==> config.mk <==
export PLATFORM = sky130hd
export DESIGN_NAME = regulator_fault_status_bank
export DESIGN_NICKNAME = d
export VERILOG_FILES = /design/src/rfsb_pkg.sv /design/src/rfsb_flag_if.sv /design/src/rfsb_flag_latch.sv /design/src/regulator_fault_status_bank.sv
export SDC_FILE = /design/constraint.sdc
export NUM_CORES = 1
export LEC_CHECK = 0
export BUFFER_PORTS_ARGS = -buffer_cell sky130_fd_sc_hd__buf_2
export CAP_MARGIN = 20
export CORE_MARGIN = 1.5
export CORE_UTILIZATION = 30
export DETAILED_ROUTE_END_ITERATION = 8
export PLACE_DENSITY = 0.63
export SYNTH_ARGS = -nofsm -noshare
export SYNTH_HDL_FRONTEND = slang
export SYNTH_SLANG_ARGS = --single-unit
==> constraint.sdc <==
create_clock -name clk_sys -period 1.6 [get_ports clk_sys]
set_input_delay 0 -clock clk_sys [delete_from_list [all_inputs] [get_ports clk_sys]]
set_output_delay 0 -clock clk_sys [all_outputs]
set_load 0.01 [all_outputs]
==> src/rfsb_pkg.sv <==
/*
  Package for the regulator fault status bank: command codes, bit positions and reset values.
  Assumes a byte-wide command decoder in front of the bank.
*/
package rfsb_pkg;
  // ----------------------------------------
  // Command codes
  // ----------------------------------------
  localparam logic [7:0] CMD_OUT_CURRENT = 8'h7B;
  localparam logic [7:0] CMD_INPUT = 8'h7C;
  localparam logic [7:0] CMD_TEMPERATURE = 8'h7D;
  localparam logic [7:0] CMD_COMM_LOGIC = 8'h7E;
  // ----------------------------------------
  // Reset values
  // ----------------------------------------
  localparam logic [7:0] RST_STATUS = 8'h00;
  // ----------------------------------------
  // Bit positions
  // ----------------------------------------
  localparam int BIT_OUT_OC_FAULT = 7;
  localparam int BIT_OUT_OC_WARN = 5;
  localparam int BIT_IN_OV_FAULT = 7;
  localparam int BIT_IN_UV_FAULT = 4;
  localparam int BIT_IN_OC_FAULT = 2;
  localparam int BIT_IN_OC_WARN = 1;
  localparam int BIT_OT_FAULT = 7;
  localparam int BIT_OT_WARN = 6;
  // Supported-bit masks; every other bit reads zero
  localparam logic [7:0] MASK_OUT_CURRENT = 8'hA0;
  localparam logic [7:0] MASK_INPUT = 8'h96;
  localparam logic [7:0] MASK_TEMPERATURE = 8'hC0;
  localparam logic [7:0] MASK_COMM_LOGIC = 8'hFF;
endpackage

==> src/rfsb_flag_if.sv <==
/*
  Interface carrying the event and clear strobes of one status byte to its latch.
  Assumes both ends on clk_sys.
*/
`timescale 1ns/1ps
interface rfsb_flag_if;
  logic [7:0] setEvent;
  logic clearAll;
  logic [7:0] flags;
  modport bank (output setEvent, output clearAll, input flags);
  modport latch (input setEvent, input clearAll, output flags);
endinterface

==> src/rfsb_flag_latch.sv <==
/*
  One byte of sticky flags; set wins over clear, masked bits stay zero.
  Assumes synchronous active-low reset and a clock enable.
*/
`timescale 1ns/1ps
module rfsb_flag_latch #(
  parameter logic [7:0] MASK = 8'hFF
) (
  input wire logic clk_sys,
  input wire logic resetn,
  input wire logic clkEn,
  rfsb_flag_if.latch fl
);
  import rfsb_pkg::*;
  logic [7:0] flagReg;
  logic [7:0] next_flagReg;

  always_comb
  begin
    next_flagReg = flagReg;
    if (fl.clearAll)
    begin
      next_flagReg = RST_STATUS;
    end
    next_flagReg = (next_flagReg | fl.setEvent) & MASK;
  end

  always_ff @(posedge clk_sys)
  begin
    if (!resetn)
    begin
      flagReg <= RST_STATUS;
    end
    else if (clkEn)
    begin
      flagReg <= next_flagReg;
    end
  end

  assign fl.flags = flagReg;
endmodule // rfsb_flag_latch

==> src/regulator_fault_status_bank.sv <==
/*
  Read-only fault status bytes answered by command code; sticky flags set by fault events.
  Assumes event inputs come from logic on clk_sys; reads come from the bus command decoder.
*/
// What this block does
// - Output current byte bit 7 latches output overcurrent fault.
// - Output current byte bit 5 latches output overcurrent warning.
// - Unsupported and reserved bits of the output current, input and temperature bytes always read zero.
// - Code 7Ch returns the input status byte, reset value 00h.
// - Input byte bit 7 latches input overvoltage fault.
// - Input byte bit 4 latches input undervoltage fault.
// - Input byte bit 2 latches input overcurrent fault.
// - Input byte bit 1 latches input overcurrent warning.
// - Code 7Dh returns the temperature status byte, reset value 00h.
// - Temperature byte bit 7 latches overtemperature fault.
// - Temperature byte bit 6 latches overtemperature warning.
// - Code 7Eh returns the communication, logic and memory byte, reset 00h.
// - Code 7Bh returns the output current status byte, reset value 00h.
`timescale 1ns/1ps
module regulator_fault_status_bank (
  input wire logic clk_sys,
  input wire logic resetn,
  input wire logic clkEn,
  input wire logic outOvercurrentFault,
  input wire logic outOvercurrentWarning,
  input wire logic inOvervoltageFault,
  input wire logic inUndervoltageFault,
  input wire logic inOvercurrentFault,
  input wire logic inOvercurrentWarning,
  input wire logic overtempFault,
  input wire logic overtempWarning,
  input wire logic [7:0] commLogicEvents,
  input wire logic clearFaults,
  input wire logic readStrobe,
  input wire logic [7:0] readCommand,
  output logic [7:0] readData,
  output logic readValid,
  output logic readUnsupported
);
  import rfsb_pkg::*;

  // ----------------------------------------
  // Flag latches
  // ----------------------------------------
  // One carrier per status byte: the bank drives events and clear, the latch returns flags
  rfsb_flag_if outIf();
  rfsb_flag_if inIf();
  rfsb_flag_if tempIf();
  rfsb_flag_if commIf();

  // ----------------------------------------
  // Output current byte
  // ----------------------------------------
  // Unsupported bits get no event here and are masked inside the latch as well
  always_comb
  begin
    outIf.setEvent = 8'h00;
    outIf.setEvent[BIT_OUT_OC_FAULT] = outOvercurrentFault;
    outIf.setEvent[BIT_OUT_OC_WARN] = outOvercurrentWarning;
  end

  assign outIf.clearAll = clearFaults;

  rfsb_flag_latch #(
    .MASK(MASK_OUT_CURRENT)
  ) uOut (
    .clk_sys(clk_sys),
    .resetn(resetn),
    .clkEn(clkEn),
    .fl(outIf)
  );

  // ----------------------------------------
  // Input byte
  // ----------------------------------------
  always_comb
  begin
    inIf.setEvent = 8'h00;
    inIf.setEvent[BIT_IN_OV_FAULT] = inOvervoltageFault;
    inIf.setEvent[BIT_IN_UV_FAULT] = inUndervoltageFault;
    inIf.setEvent[BIT_IN_OC_FAULT] = inOvercurrentFault;
    inIf.setEvent[BIT_IN_OC_WARN] = inOvercurrentWarning;
  end

  assign inIf.clearAll = clearFaults;

  rfsb_flag_latch #(
    .MASK(MASK_INPUT)
  ) uIn (
    .clk_sys(clk_sys),
    .resetn(resetn),
    .clkEn(clkEn),
    .fl(inIf)
  );

  // ----------------------------------------
  // Temperature byte
  // ----------------------------------------
  // Undertemperature and reserved bits have no source and always read zero
  always_comb
  begin
    tempIf.setEvent = 8'h00;
    tempIf.setEvent[BIT_OT_FAULT] = overtempFault;
    tempIf.setEvent[BIT_OT_WARN] = overtempWarning;
  end

  assign tempIf.clearAll = clearFaults;

  rfsb_flag_latch #(
    .MASK(MASK_TEMPERATURE)
  ) uTemp (
    .clk_sys(clk_sys),
    .resetn(resetn),
    .clkEn(clkEn),
    .fl(tempIf)
  );

  // ----------------------------------------
  // Communication, logic and memory byte
  // ----------------------------------------
  // Field layout of this byte is owned by the bus logic that raises it
  // Every bit latches, so that logic alone decides which bits can ever be set
  always_comb
  begin
    commIf.setEvent = commLogicEvents;
  end

  assign commIf.clearAll = clearFaults;

  rfsb_flag_latch #(
    .MASK(MASK_COMM_LOGIC)
  ) uComm (
    .clk_sys(clk_sys),
    .resetn(resetn),
    .clkEn(clkEn),
    .fl(commIf)
  );

  // ----------------------------------------
  // Command decode
  // ----------------------------------------
  // Decode stays apart from the data path so an unknown code can only raise the refusal
  logic hitOut;
  logic hitIn;
  logic hitTemp;
  logic hitComm;
  logic hitAny;

  always_comb
  begin
    hitOut = 1'b0;
    hitIn = 1'b0;
    hitTemp = 1'b0;
    hitComm = 1'b0;
    hitAny = 1'b1;
    unique case (readCommand)
      CMD_OUT_CURRENT: hitOut = 1'b1;
      CMD_INPUT: hitIn = 1'b1;
      CMD_TEMPERATURE: hitTemp = 1'b1;
      CMD_COMM_LOGIC: hitComm = 1'b1;
      default: hitAny = 1'b0;
    endcase
  end

  // ----------------------------------------
  // Read port
  // ----------------------------------------
  // Reads only sample the latches, so a read can never clear a flag
  logic [7:0] next_readData;
  logic next_readValid;
  logic next_readUnsupported;

  always_comb
  begin
    next_readData = 8'h00;
    next_readValid = 1'b0;
    next_readUnsupported = 1'b0;
    if (readStrobe)
    begin
      next_readValid = 1'b1;
      next_readUnsupported = !hitAny;
      if (hitOut)
      begin
        next_readData = outIf.flags;
      end
      else if (hitIn)
      begin
        next_readData = inIf.flags;
      end
      else if (hitTemp)
      begin
        next_readData = tempIf.flags;
      end
      else if (hitComm)
      begin
        next_readData = commIf.flags;
      end
    end
  end

  // ----------------------------------------
  // Answer register
  // ----------------------------------------
  // Registered so the host sees a clean byte exactly one cycle after its strobe
  always_ff @(posedge clk_sys)
  begin
    if (!resetn)
    begin
      // Reset ignores the enable so the bank always starts from 00h
      readData <= RST_STATUS;
      readValid <= 1'b0;
      readUnsupported <= 1'b0;
    end
    else if (clkEn)
    begin
      // A low enable freezes the answer along with the flags
      readData <= next_readData;
      readValid <= next_readValid;
      readUnsupported <= next_readUnsupported;
    end
  end
endmodule // regulator_fault_status_bank

---- After elaboration in Yosys (flattened, before gate mapping) ----
Index checks and enable logic that the tools add are counted.
cells by class
  mux-type cells .......................... 16
  reduce and logical (&&, ||, !) cells .... 2
  equality and inequality tests ........... 4
  bitwise operators ....................... 4
operators with widths
  kind                count
  $mux 8              9
  $eq 8x7->1 const B  4
  $or 8x8->8          4
  $mux 1              7
  $reduce_or 4->1     1
  $logic_not 1->1     1
word-level totals
  flip-flop bits (word level) ............. 26
  output and inout bits ................... 10

---- Depth between registers and ports, before layout ----
Gate-level depths: netlist (run 1).
  word-level depth ........................ 7
  depth in mapped cells ................... 4
  gate-level depth less buffers ........... 3

---- Cells and area by module ----
From an unflattened synthesis (run 1), not the netlist that was laid out.
unflattened totals
  cell total of the unflattened synthesis .. 182
  area total of the unflattened synthesis .. 1534.0 µm²
by module, submodules not included
  module                       cells each  instances  area an instance (µm²)
  regulator_fault_status_bank  90          1          747.0
  rfsb_flag_latch (uComm)      37          1          344.1
  rfsb_flag_latch (uOut ...)   16          2          122.6
  rfsb_flag_latch (uIn)        23          1          197.7

---- Least setup slack after synthesis (run 1) ----
OpenSTA, ideal clock, no wires.
  kind .................................... register -> register
  start point ............................. register uIn.flagReg[7], in the netlist uIn.fl.flags[7]
  end point ............................... register readData[7]
  buffers on the path ..................... 0
  clock period less this slack ............ 1233 ps
  slack ................................... 367 ps
  data required time ...................... 1483 ps
  stages on the path, launching flop included .. 4
  arrival time ............................ 1115 ps
  cell sequence ........................... dfxtp_1 mux2_4 a311o_1 a32o_1
between the ends
  cells in the longest elaborated chain, start to end .. 3
ends and longest elaborated chain
  what                      RTL line                            RTL
  start: declaration        rfsb_flag_latch.sv:15               logic [7:0] flagReg;
  start signal: assignment  rfsb_flag_latch.sv:36               flagReg <= next_flagReg;
  $mux 8                    regulator_fault_status_bank.sv:186  else if (hitIn)
  $mux 8                    regulator_fault_status_bank.sv:182  if (hitOut)
  $mux 8                    regulator_fault_status_bank.sv:178  if (readStrobe)
  end signal: assignment    regulator_fault_status_bank.sv:217  readData <= next_readData;
  end: declaration          regulator_fault_status_bank.sv:36   output logic [7:0] readData,
No other way between the ends.
A chain may end at the register's enable or synchronous reset.

---- Worst setup path in the final report (run 1) ----
Same ends and word-level chain as after synthesis.

==> results.md, run 1 <==
- Hold path start: resetn
- Final wirelength: between 2000 and 3000 um
- RSZ-0062 raised after global routing: false
- Critical path capture point type: flop
- Die area: 0.00403 mm2
- H-tree depth: 1
- Worst Setup Start Kind: flop
- Die Span X: 63.5 um
- Setup ws final: between 0.3 and 0.4 ns
- Fill cell count: 348
- Initial antenna violation count: 0
- CTS Buffer Depth: 2
- Overall routing resource usage: 0.135
- DRT antenna net count: 0
- Setup-failing EPs final: 0
- Final Cycle Share: 0.809
- Final Max Slew Viols: 0
- Clock latency on the worst-skew pair: around 0.32 ns
- CTS tree: built
- Cell area after synthesis: roughly 0.0011 mm2
- Worst hold slack: between 0.07 and 0.08 ns
- Leakage: about 0.67 nW
- Final Hold Vio Count: 0
- Most frequent cell after synthesis: dfxtp_1
- Minimum clock period: about 1.3 ns
- Row Count: 21
- Root buf cell: clkbuf_4
- Routed WL per cell: between 10 and 15 um
- GRT Residual Overflow: 0
- Mean Syn Cell Area: 9.90 um2
- CTS clk-pin slew, worst paths: roughly 0.14 ns
- RR Startpoint: uIn.fl.flags[7]
- Initial Util: 0.322
- Final #Nets: 196
- Synth area leaders: dfxtp_1, a22oi_1, nor2b_1, mux2_2, a21boi_0
- Vias in the first global route: around 950
- Data arrival, critical path: roughly 1.5 ns
- Worst VDD drop: between 0.6 and 0.7 mV
- Synth top cells by count: dfxtp_1, nor2b_1, a22oi_1
- Clk sink count: 26
- 1st-pass router iterations: 4
- Largest net degree at the start of global routing: 25
- Worst R2R Setup Slack: 0.31 ns
- Yosys reg bits: 26
- Drt initial violations: 40
- Cell variety after synth: 24
- Finished Layout Cells: 212
- Fraction of layout cells with a size suffix above 1: 0.289
- Placed Instances: 189
- First-pass GRT wire length: around 4400 um
- Diode count: 0
- GP Congestion: roughly 0.72
- Max Cap Violations: 0
- Critical path class: flop to flop
- Setup Skew: approximately 0.0080 ns
- Die Y: 63.5 um
- FFs w/ async S/R, synth: 0
- Status: finished clean
- Vias: 1,025
- DR DRC count: 0
- Fmax: ~0.77 GHz
- Worst Tran Pin Value: ~0.4 ns
- Mapped Cells: between 100 and 150
- Cell area power density: between 700 and 800 mW/mm2
- Post-DR vias/cell: between 4 and 5
- Area Overhead vs Synth: 41.3%
- Crit Path Max Fanout: 2
- Worst rel slew slack: 0.728
- Area leader, netlist: dfxtp_1
- Syn nets: 140
- Total I/O pin count: 39
- Post-synth EDFFs: 0
- I/O Buffers: 38
- Post-Place Worst Slack: roughly 0.33 ns
- Final HPWL from detailed placement: between 1500 and 2000 um
- Num CTS Buffers: 3
- Crit path from: uIn.fl.flags[7]
- Main synth FF type: dfxtp_1
- Area of the core: 0.00342 mm2
- Syn. warnings: 0
- Hold WC Path Type: input pin to flop
- Total negative slack: 0 ns
- Area share of the leading cell type in the synthesized netlist: 0.474
- Post-synthesis sequential area ratio: 0.474
- CP Data Required Time: 1.82 ns
-- flip-flops by register name, indices dropped and copies added, names as in the netlist --
signal           cells
uComm.fl.flags       8
readUnsupported      1
readValid            1
uOut.fl.flags        2
uTemp.fl.flags       2
uIn.fl.flags         4
readData             8
-- critical path, stage by stage, from the launching register on --
cell and delay, ns:
dfxtp_1 0.34, mux2_4 0.26, a311o_1 0.35, a32o_1 0.25
-- stage by stage --
step	util	power (W)	cell area, um2
final	0.455	0.00120	1550
after global routing	0.455	0.00127	1550
after CTS	0.455	0.00121	1550
after detailed placement	0.388	0.000854	1330
after global placement	0.388	0.000850	1330
after floorplan	-	0.000790	1100
-- final cells by class --
cell class                 count  area [um2]  share of cell area
tap                           46        57.6              0.0371
timing repair buffer          58         388               0.250
sequential                    26         520               0.335
multi-input combinational     77         547               0.352
clock buffer                   4        36.3              0.0234
inverter                       1        3.75             0.00242
-- what timing repair did --
| action | 4_1_cts | 5_1_grt |
|---|---|---|
| hold buffers | 19 | 0 |
| gates resized for setup | 0 | 0 |
| setup buffers | 0 | 0 |
| endpoints found under the hold margin | 20 | 0 |
-- path summary, 6_finish.rpt --
path	to	depth (start not counted)
max	readData[7]	3
min	readData[4]	2
max reg2reg	readData[7]	3
min reg2reg	readData[3]	2
-- cells in the final DEF, fill, tap and decap left out, types with 2 or more instances in the layout --
cell type | netlist | final
dlygate4sd3_1 | 0 | 19
nand2b_1 | 3 | 3
nand4_1 | 4 | 4
a32o_1 | 2 | 2
and3_1 | 2 | 2
a21boi_0 | 4 | 4
buf_2 | 1 | 38
nor2b_1 | 19 | 19
o21ai_0 | 4 | 4
clkbuf_4 | 0 | 3
nand3b_1 | 2 | 2
dfxtp_1 | 26 | 26
nand2_1 | 7 | 7
a22oi_1 | 17 | 17
mux2_2 | 3 | 3
and4b_1 | 2 | 2
-- power by group --
part | switching [W] | total [W] | internal, W
combinational | 0.0000759 | 0.000184 | 0.000108
clock | 0.000189 | 0.000328 | 0.000139
sequential | 0.0000164 | 0.000692 | 0.000676
-- per-layer routing --
metal / vias to the layer above / global-route usage / part of all wire
met5: - / 0 / 0
met4: 0 / 0.0245 / 0.010
met3: 4 / 0.0357 / 0.054
met2: 29 / 0.226 / 0.49
met1: 473 / 0.176 / 0.45
li1: 519 / - / -
-- cells by family after synthesis --
logic type / Yosys count / share of synthesized area
and+or+nand+nor: 42 / 0.240
DFF: 26 / 0.474
muxes: 5 / 0.0535
buffers and inverters: 8 / 0.0285
AOI/OAI and AO/OA: 30 / 0.204
Power figures use the tool's default switching activity.
==> run 2, diff against run 1 <==
- ABC_AREA: unset -> 1
- PLACE_DENSITY: 0.63 -> 0.62
- clock period: 1.6 -> 1.3 ns (I/O delays scaled with it)
==> results.md, run 2 <==
- Vias in the first global route: 985
- Syn nets: 191
- Post-synth EDFFs: 0
- Cell area after synthesis: 0.00115 mm2
- Final wirelength: ~2400 um
- Minimum clock period: 0.862 ns
- Overall routing resource usage: 0.126
- Yosys reg bits: 26
- DRT antenna net count: 0
- Cts hold-fix bufs: 16
- First-pass GRT wire length: 4210 um
- Worst hold path depth: 3
- Vias: roughly 1,100
- Overall Power: between 0.0015 and 0.002 W
- Commonest non-fill, non-tap cell in the layout: nand2_1
- Hold WC Path Type: input pin to flop
- Critical path capture point type: flop
- Syn. warnings: 0
- Row Count: 22
- 1st-pass router iterations: 4
- Mapped Cells: ~160
- Area of the core: between 0.003 and 0.004 mm2
- Leakage: 0.745 nW
- DR DRC count: 0
- Final #Nets: roughly 250
- Area share of the leading cell type in the synthesized netlist: 0.454
- Synth area leaders: dfxtp_1, nand2_1, a21oi_1, a21oi_2, nand3_1
- Die Span X: 64.8 um
- Final HPWL from detailed placement: about 1800 um
- Crit Path Max Fanout: 2
- Cell depth of the worst flop-to-flop path: 4
- Die area: between 0.004 and 0.005 mm2
- Most frequent cell after synthesis: nand2_1
- Fmax: ~1.2 GHz
- Crit path buf inv count: 0
- H-tree depth: 1
- Main synth FF type: dfxtp_1
- Final Cycle Share: 0.663
- Area leader, netlist: dfxtp_1
- Worst Tran Pin Value: around 0.73 ns
- Total I/O pin count: 39
- Post-synthesis sequential area ratio: 0.454
- GP Congestion: 0.815
- Worst VDD drop: a little over 0.4 mV
- Max Cap Violations: 0
- Post-CTS setup repair buffer count: 0
- Total negative slack: 0 ns
- Die Y: about 65 um
- RSZ-0062 raised after global routing: false
- CTS resizes: 0
- GRT Residual Overflow: 0
- CP top delay family: flip-flops
- Clock latency on the worst-skew pair: 0.27 ns
- Cell area power density: slightly below 1000 mW/mm2
- Mean Syn Cell Area: between 7 and 8 um2
- Crit path cell chain: nand3_1 > nand2_1 > o21ai_0 > a21oi_1
- Fraction of layout cells with a size suffix above 1: 0.260
- Largest net degree at the start of global routing: 27
- Clk sink count: 26
- Worst path depth: 4
- CTS clk-pin slew, worst paths: about 0.08 ns
- Critical path class: flop to flop
- Setup-failing EPs final: 0
- Num CTS Buffers: 3
- CTS Buffer Depth: 2
- Diode count: 0
- Final Hold Vio Count: 0
- Final Max Slew Viols: 0
- Initial antenna violation count: 0
- Worst rel slew slack: 0.507
- CTS tree: built
- Crit path largest cell delay: ~0.32 ns
- Synth top cells by count: nand2_1, dfxtp_1, a21oi_1
- Cell variety after synth: 20
- Worst hold slack: 0.0116 ns
- Worst Setup Start Kind: flop
- FFs w/ async S/R, synth: 0
- Most frequent cells in the layout: nand2_1, buf_2, dfxtp_1
- Post-DR vias/cell: ~4.3
- Status: finished clean
- Routed WL per cell: just over 9 um
- Data arrival, critical path: roughly 1 ns
- Critical path's slowest cell: dfxtp_1
- Root buf cell: clkbuf_8
- Area Overhead vs Synth: 38.2%
- I/O Buffers: 38
- Drt initial violations: roughly 110
- Initial Util: 0.313
- CP Data Required Time: 1.43 ns
- Setup Skew: around 0.0030 ns
-- run 2: cell count changes after synthesis, moves of 6 or more --
cell     delta
a22oi_1    -17
nor2_1      +6
a21oi_1    +21
nor2b_1    -19
nand3_1     +7
nand2_1    +65
-- run 2: worst min-delay path, delay by kind of cell --
| kind | cells | cell delay, ns |
|---|---|---|
| AOI/OAI and AO/OA | 1 | 0.06 |
| buffers and inverters | 1 | 0.09 |
| and+or+nand+nor | 1 | 0.08 |
-- run 2: where the power goes --
part / leakage (nW) / total [W] / internal, W / switching (W)
Combinational: 0.503 / 0.000198 / 0.0000992 / 0.0000990
Sequential: 0.213 / 0.000849 / 0.000830 / 0.0000180
Clock: 0.0288 / 0.000510 / 0.000270 / 0.000240
-- run 2: path summary, 6_finish.rpt --
| kind | from | endpoint | slack [ns] |
|---|---|---|---|
| worst min-delay path | readStrobe | readValid | 0.01 |
| worst max-delay path | uIn.fl.flags[7] | readData[7] | 0.44 |
| worst min register to register | uOut.fl.flags[7] | uOut.fl.flags[7] | 0.46 |
| worst max register to register | uIn.fl.flags[7] | readData[7] | 0.44 |
-- run 2: cell type report --
class / count / area (um2)
Clock buffer: 4 / 55.1
Inverter: 9 / 33.8
Sequential cell: 26 / 520
Fill cell: 401 / 2080
Timing Repair Buffer: 55 / 358
Tap cell: 48 / 60.1
Multi-Input combinational cell: 121 / 557
-- run 2: metal layers --
layer,GRT usage,vias to the layer above,part of all wire
met2,0.209,29,0.41
met1,0.168,465,0.52
met5,0,-,0
met4,0.0239,0,0.0078
met3,0.0295,3,0.061
li1,-,621,-
-- run 2: kinds of logic (layout without fill, tap and decap cells) --
| kind of cell | after synthesis | after routing | share of synthesized area |
|---|---|---|---|
| buffers and inverters | 15 | 68 | 0.0600 |
| flip-flops | 26 | 26 | 0.454 |
| AO/OA/AOI/OAI | 27 | 27 | 0.134 |
| AND/OR/NAND/NOR | 94 | 94 | 0.352 |
-- run 2: stage by stage --
| stage | util | instance area [um2] | worst slack, ns | cells |
|---|---|---|---|---|
| detailed placement | 0.374 | 1370 | 0.187 | 243 |
| global route | 0.433 | 1580 | 0.303 | 263 |
| global placement | 0.374 | 1370 | 0.228 | 243 |
| finish | 0.433 | 1580 | 0.438 | 263 |
| floorplan | - | 1150 | 0.501 | 162 |
| CTS | 0.433 | 1580 | 0.432 | 263 |
==> run 3, diff against run 2 <==
- clock period: 1.3 -> 0.9 ns (I/O delays scaled with it)
==> results.md, run 3 (synthesis gave the netlist of run 2 again) <==
- Area of the core: ~0.0037 mm2
- Cell area power density: 1500 mW/mm2
- Initial Util: 0.313
- Worst hold slack: between 0.015 and 0.02 ns
- DRT antenna net count: 0
- Worst Tran Pin Value: 0.295 ns
- Diode count: 0
- H-tree depth: 1
- RSZ-0062 raised after global routing: false
- Drt initial violations: 26
- Hold WC Path Type: input pin to flop
- Max Cap Violations: 0
- CP Data Required Time: between 1 and 1.5 ns
- Status: finished clean
- Setup-failing EPs final: 0
- Initial antenna violation count: 0
- I/O Buffers: 38
- Vias in the first global route: 1,055
- Most frequent cells in the layout: nand2_1, buf_2, dfxtp_1
- Die Y: 64.8 um
- Final #Nets: roughly 250
- Die Span X: between 60 and 70 um
- Setup Skew: 0.00249 ns
- Worst rel slew slack: 0.803
- Final wirelength: ~2600 um
- Hold path start: readStrobe
- Fraction of layout cells with a size suffix above 1: 0.288
- Routed WL per cell: about 9.8 um
- Worst VDD drop: roughly 0.63 mV
- Final Max Slew Viols: 0
- 1st-pass router iterations: 4
- Clk sink count: 26
- Worst hold path depth: 3
- Data arrival, critical path: between 0.9 and 1 ns
- Final Hold Vio Count: 0
- DR DRC count: 0
- Root buf cell: clkbuf_8
- Critical path capture point type: flop
- Num CTS Buffers: 3
- First-pass GRT wire length: around 4300 um
- Row Count: 22
- Post-DR vias/cell: around 4.3
- Placed Instances: 250
- GP Congestion: 0.797
- Worst Setup Start Kind: flop
- Leakage: 0.791 nW
- Final HPWL from detailed placement: 1920 um
- Commonest non-fill, non-tap cell in the layout: nand2_1
- Clock latency on the worst-skew pair: about 0.27 ns
- Die area: 0.00420 mm2
- Cell depth of the worst flop-to-flop path: 5
- Crit Path Max Fanout: 2
- Area Overhead vs Synth: 45.6%
- Overall routing resource usage: 0.134
- Vias: approximately 1,200
- RR Startpoint: uOut.fl.flags[7]
- Hold Path End: readValid
- CTS clk-pin slew, worst paths: approximately 0.080 ns
- CTS tree: built
- Finished Layout Cells: 270
- Total I/O pin count: 39
- Total negative slack: 0 ns
- CTS Buffer Depth: 2
- Largest net degree at the start of global routing: 27
- Fmax: 1.22 GHz
- GRT Residual Overflow: 0
- RR Endpoint: readData[7]
- Worst R2R Setup Slack: around 0.08 ns
- Final Cycle Share: 0.910
- Minimum clock period: approximately 0.82 ns
- Critical path class: flop to flop
run 3: cell count changes in the layout (fill, tap and decap cells not counted):
cell,change
clkbuf_8,-1
buf_12,+1
o21ai_2,+1
buf_4,+6
bufinv_16,+1
o21ai_0,-1
run 3: how the worst max path moves through the flow:
stage | start | to | slack [ns] | cells after the start
2_1_floorplan | readCommand[7] | readData[4] | 0.10 | 9
3_3_place_gp | readCommand[7] | readData[1] | -0.05 | 10
3_5_place_dp | readCommand[7] | readData[1] | -0.09 | 10
4_1_cts | uIn.fl.flags[7] | readData[7] | 0.06 | 4
5_1_grt | uOut.fl.flags[7] | readData[7] | 0.01 | 5
6_report | uOut.fl.flags[7] | readData[7] | 0.08 | 5
run 3: cell type report:
cell class	instances	area, um2
fillers	396	1990
multi-input cells	121	561
clock buffers	3	41.3
clock inverters	1	30.0
inverters	9	33.8
well taps	48	60.1
flip-flops and latches	26	520
repair buffers	62	423
run 3: per-stage QoR:
step	cell area [um2]	worst slack [ns]	total power, W	utilization
floorplan	1150	0.101	0.00139	-
global placement	1430	-0.0517	0.00151	0.392
detailed placement	1430	-0.0862	0.00152	0.392
CTS	1670	0.0619	0.00254	0.455
global route	1670	0.0114	0.00261	0.456
finish	1670	0.0811	0.00250	0.456
run 3: repair_timing:
action	in CTS	in global routing
endpoints found under the hold margin	16	0
endpoints found under the setup margin	0	1
hold buffers	16	0
buffers inserted	0	0
resized for setup	0	2
run 3: report_power, final:
group          total [W]  switching [W]  internal [W]
registers        0.00123      0.0000275       0.00120
clock network   0.000963       0.000367      0.000596
logic           0.000313       0.000149      0.000165
total            0.00250       0.000544       0.00196
run 3: metal layers:
layer / GRT usage / wire [um] / vias up
li1: - / - / 628
met3: 0.0226 / 93 / 5
met5: 0 / 0 / -
met2: 0.224 / 1200 / 23
met4: 0.0718 / 57 / 0
met1: 0.162 / 1300 / 501
run 3: critical path: stages, from the launching register on:
cell and delay, ns:
dfxtp_1 0.32, nand3b_1 0.15, nand2_1 0.08, inv_1 0.05, o21ai_2 0.05, a21oi_1 0.07
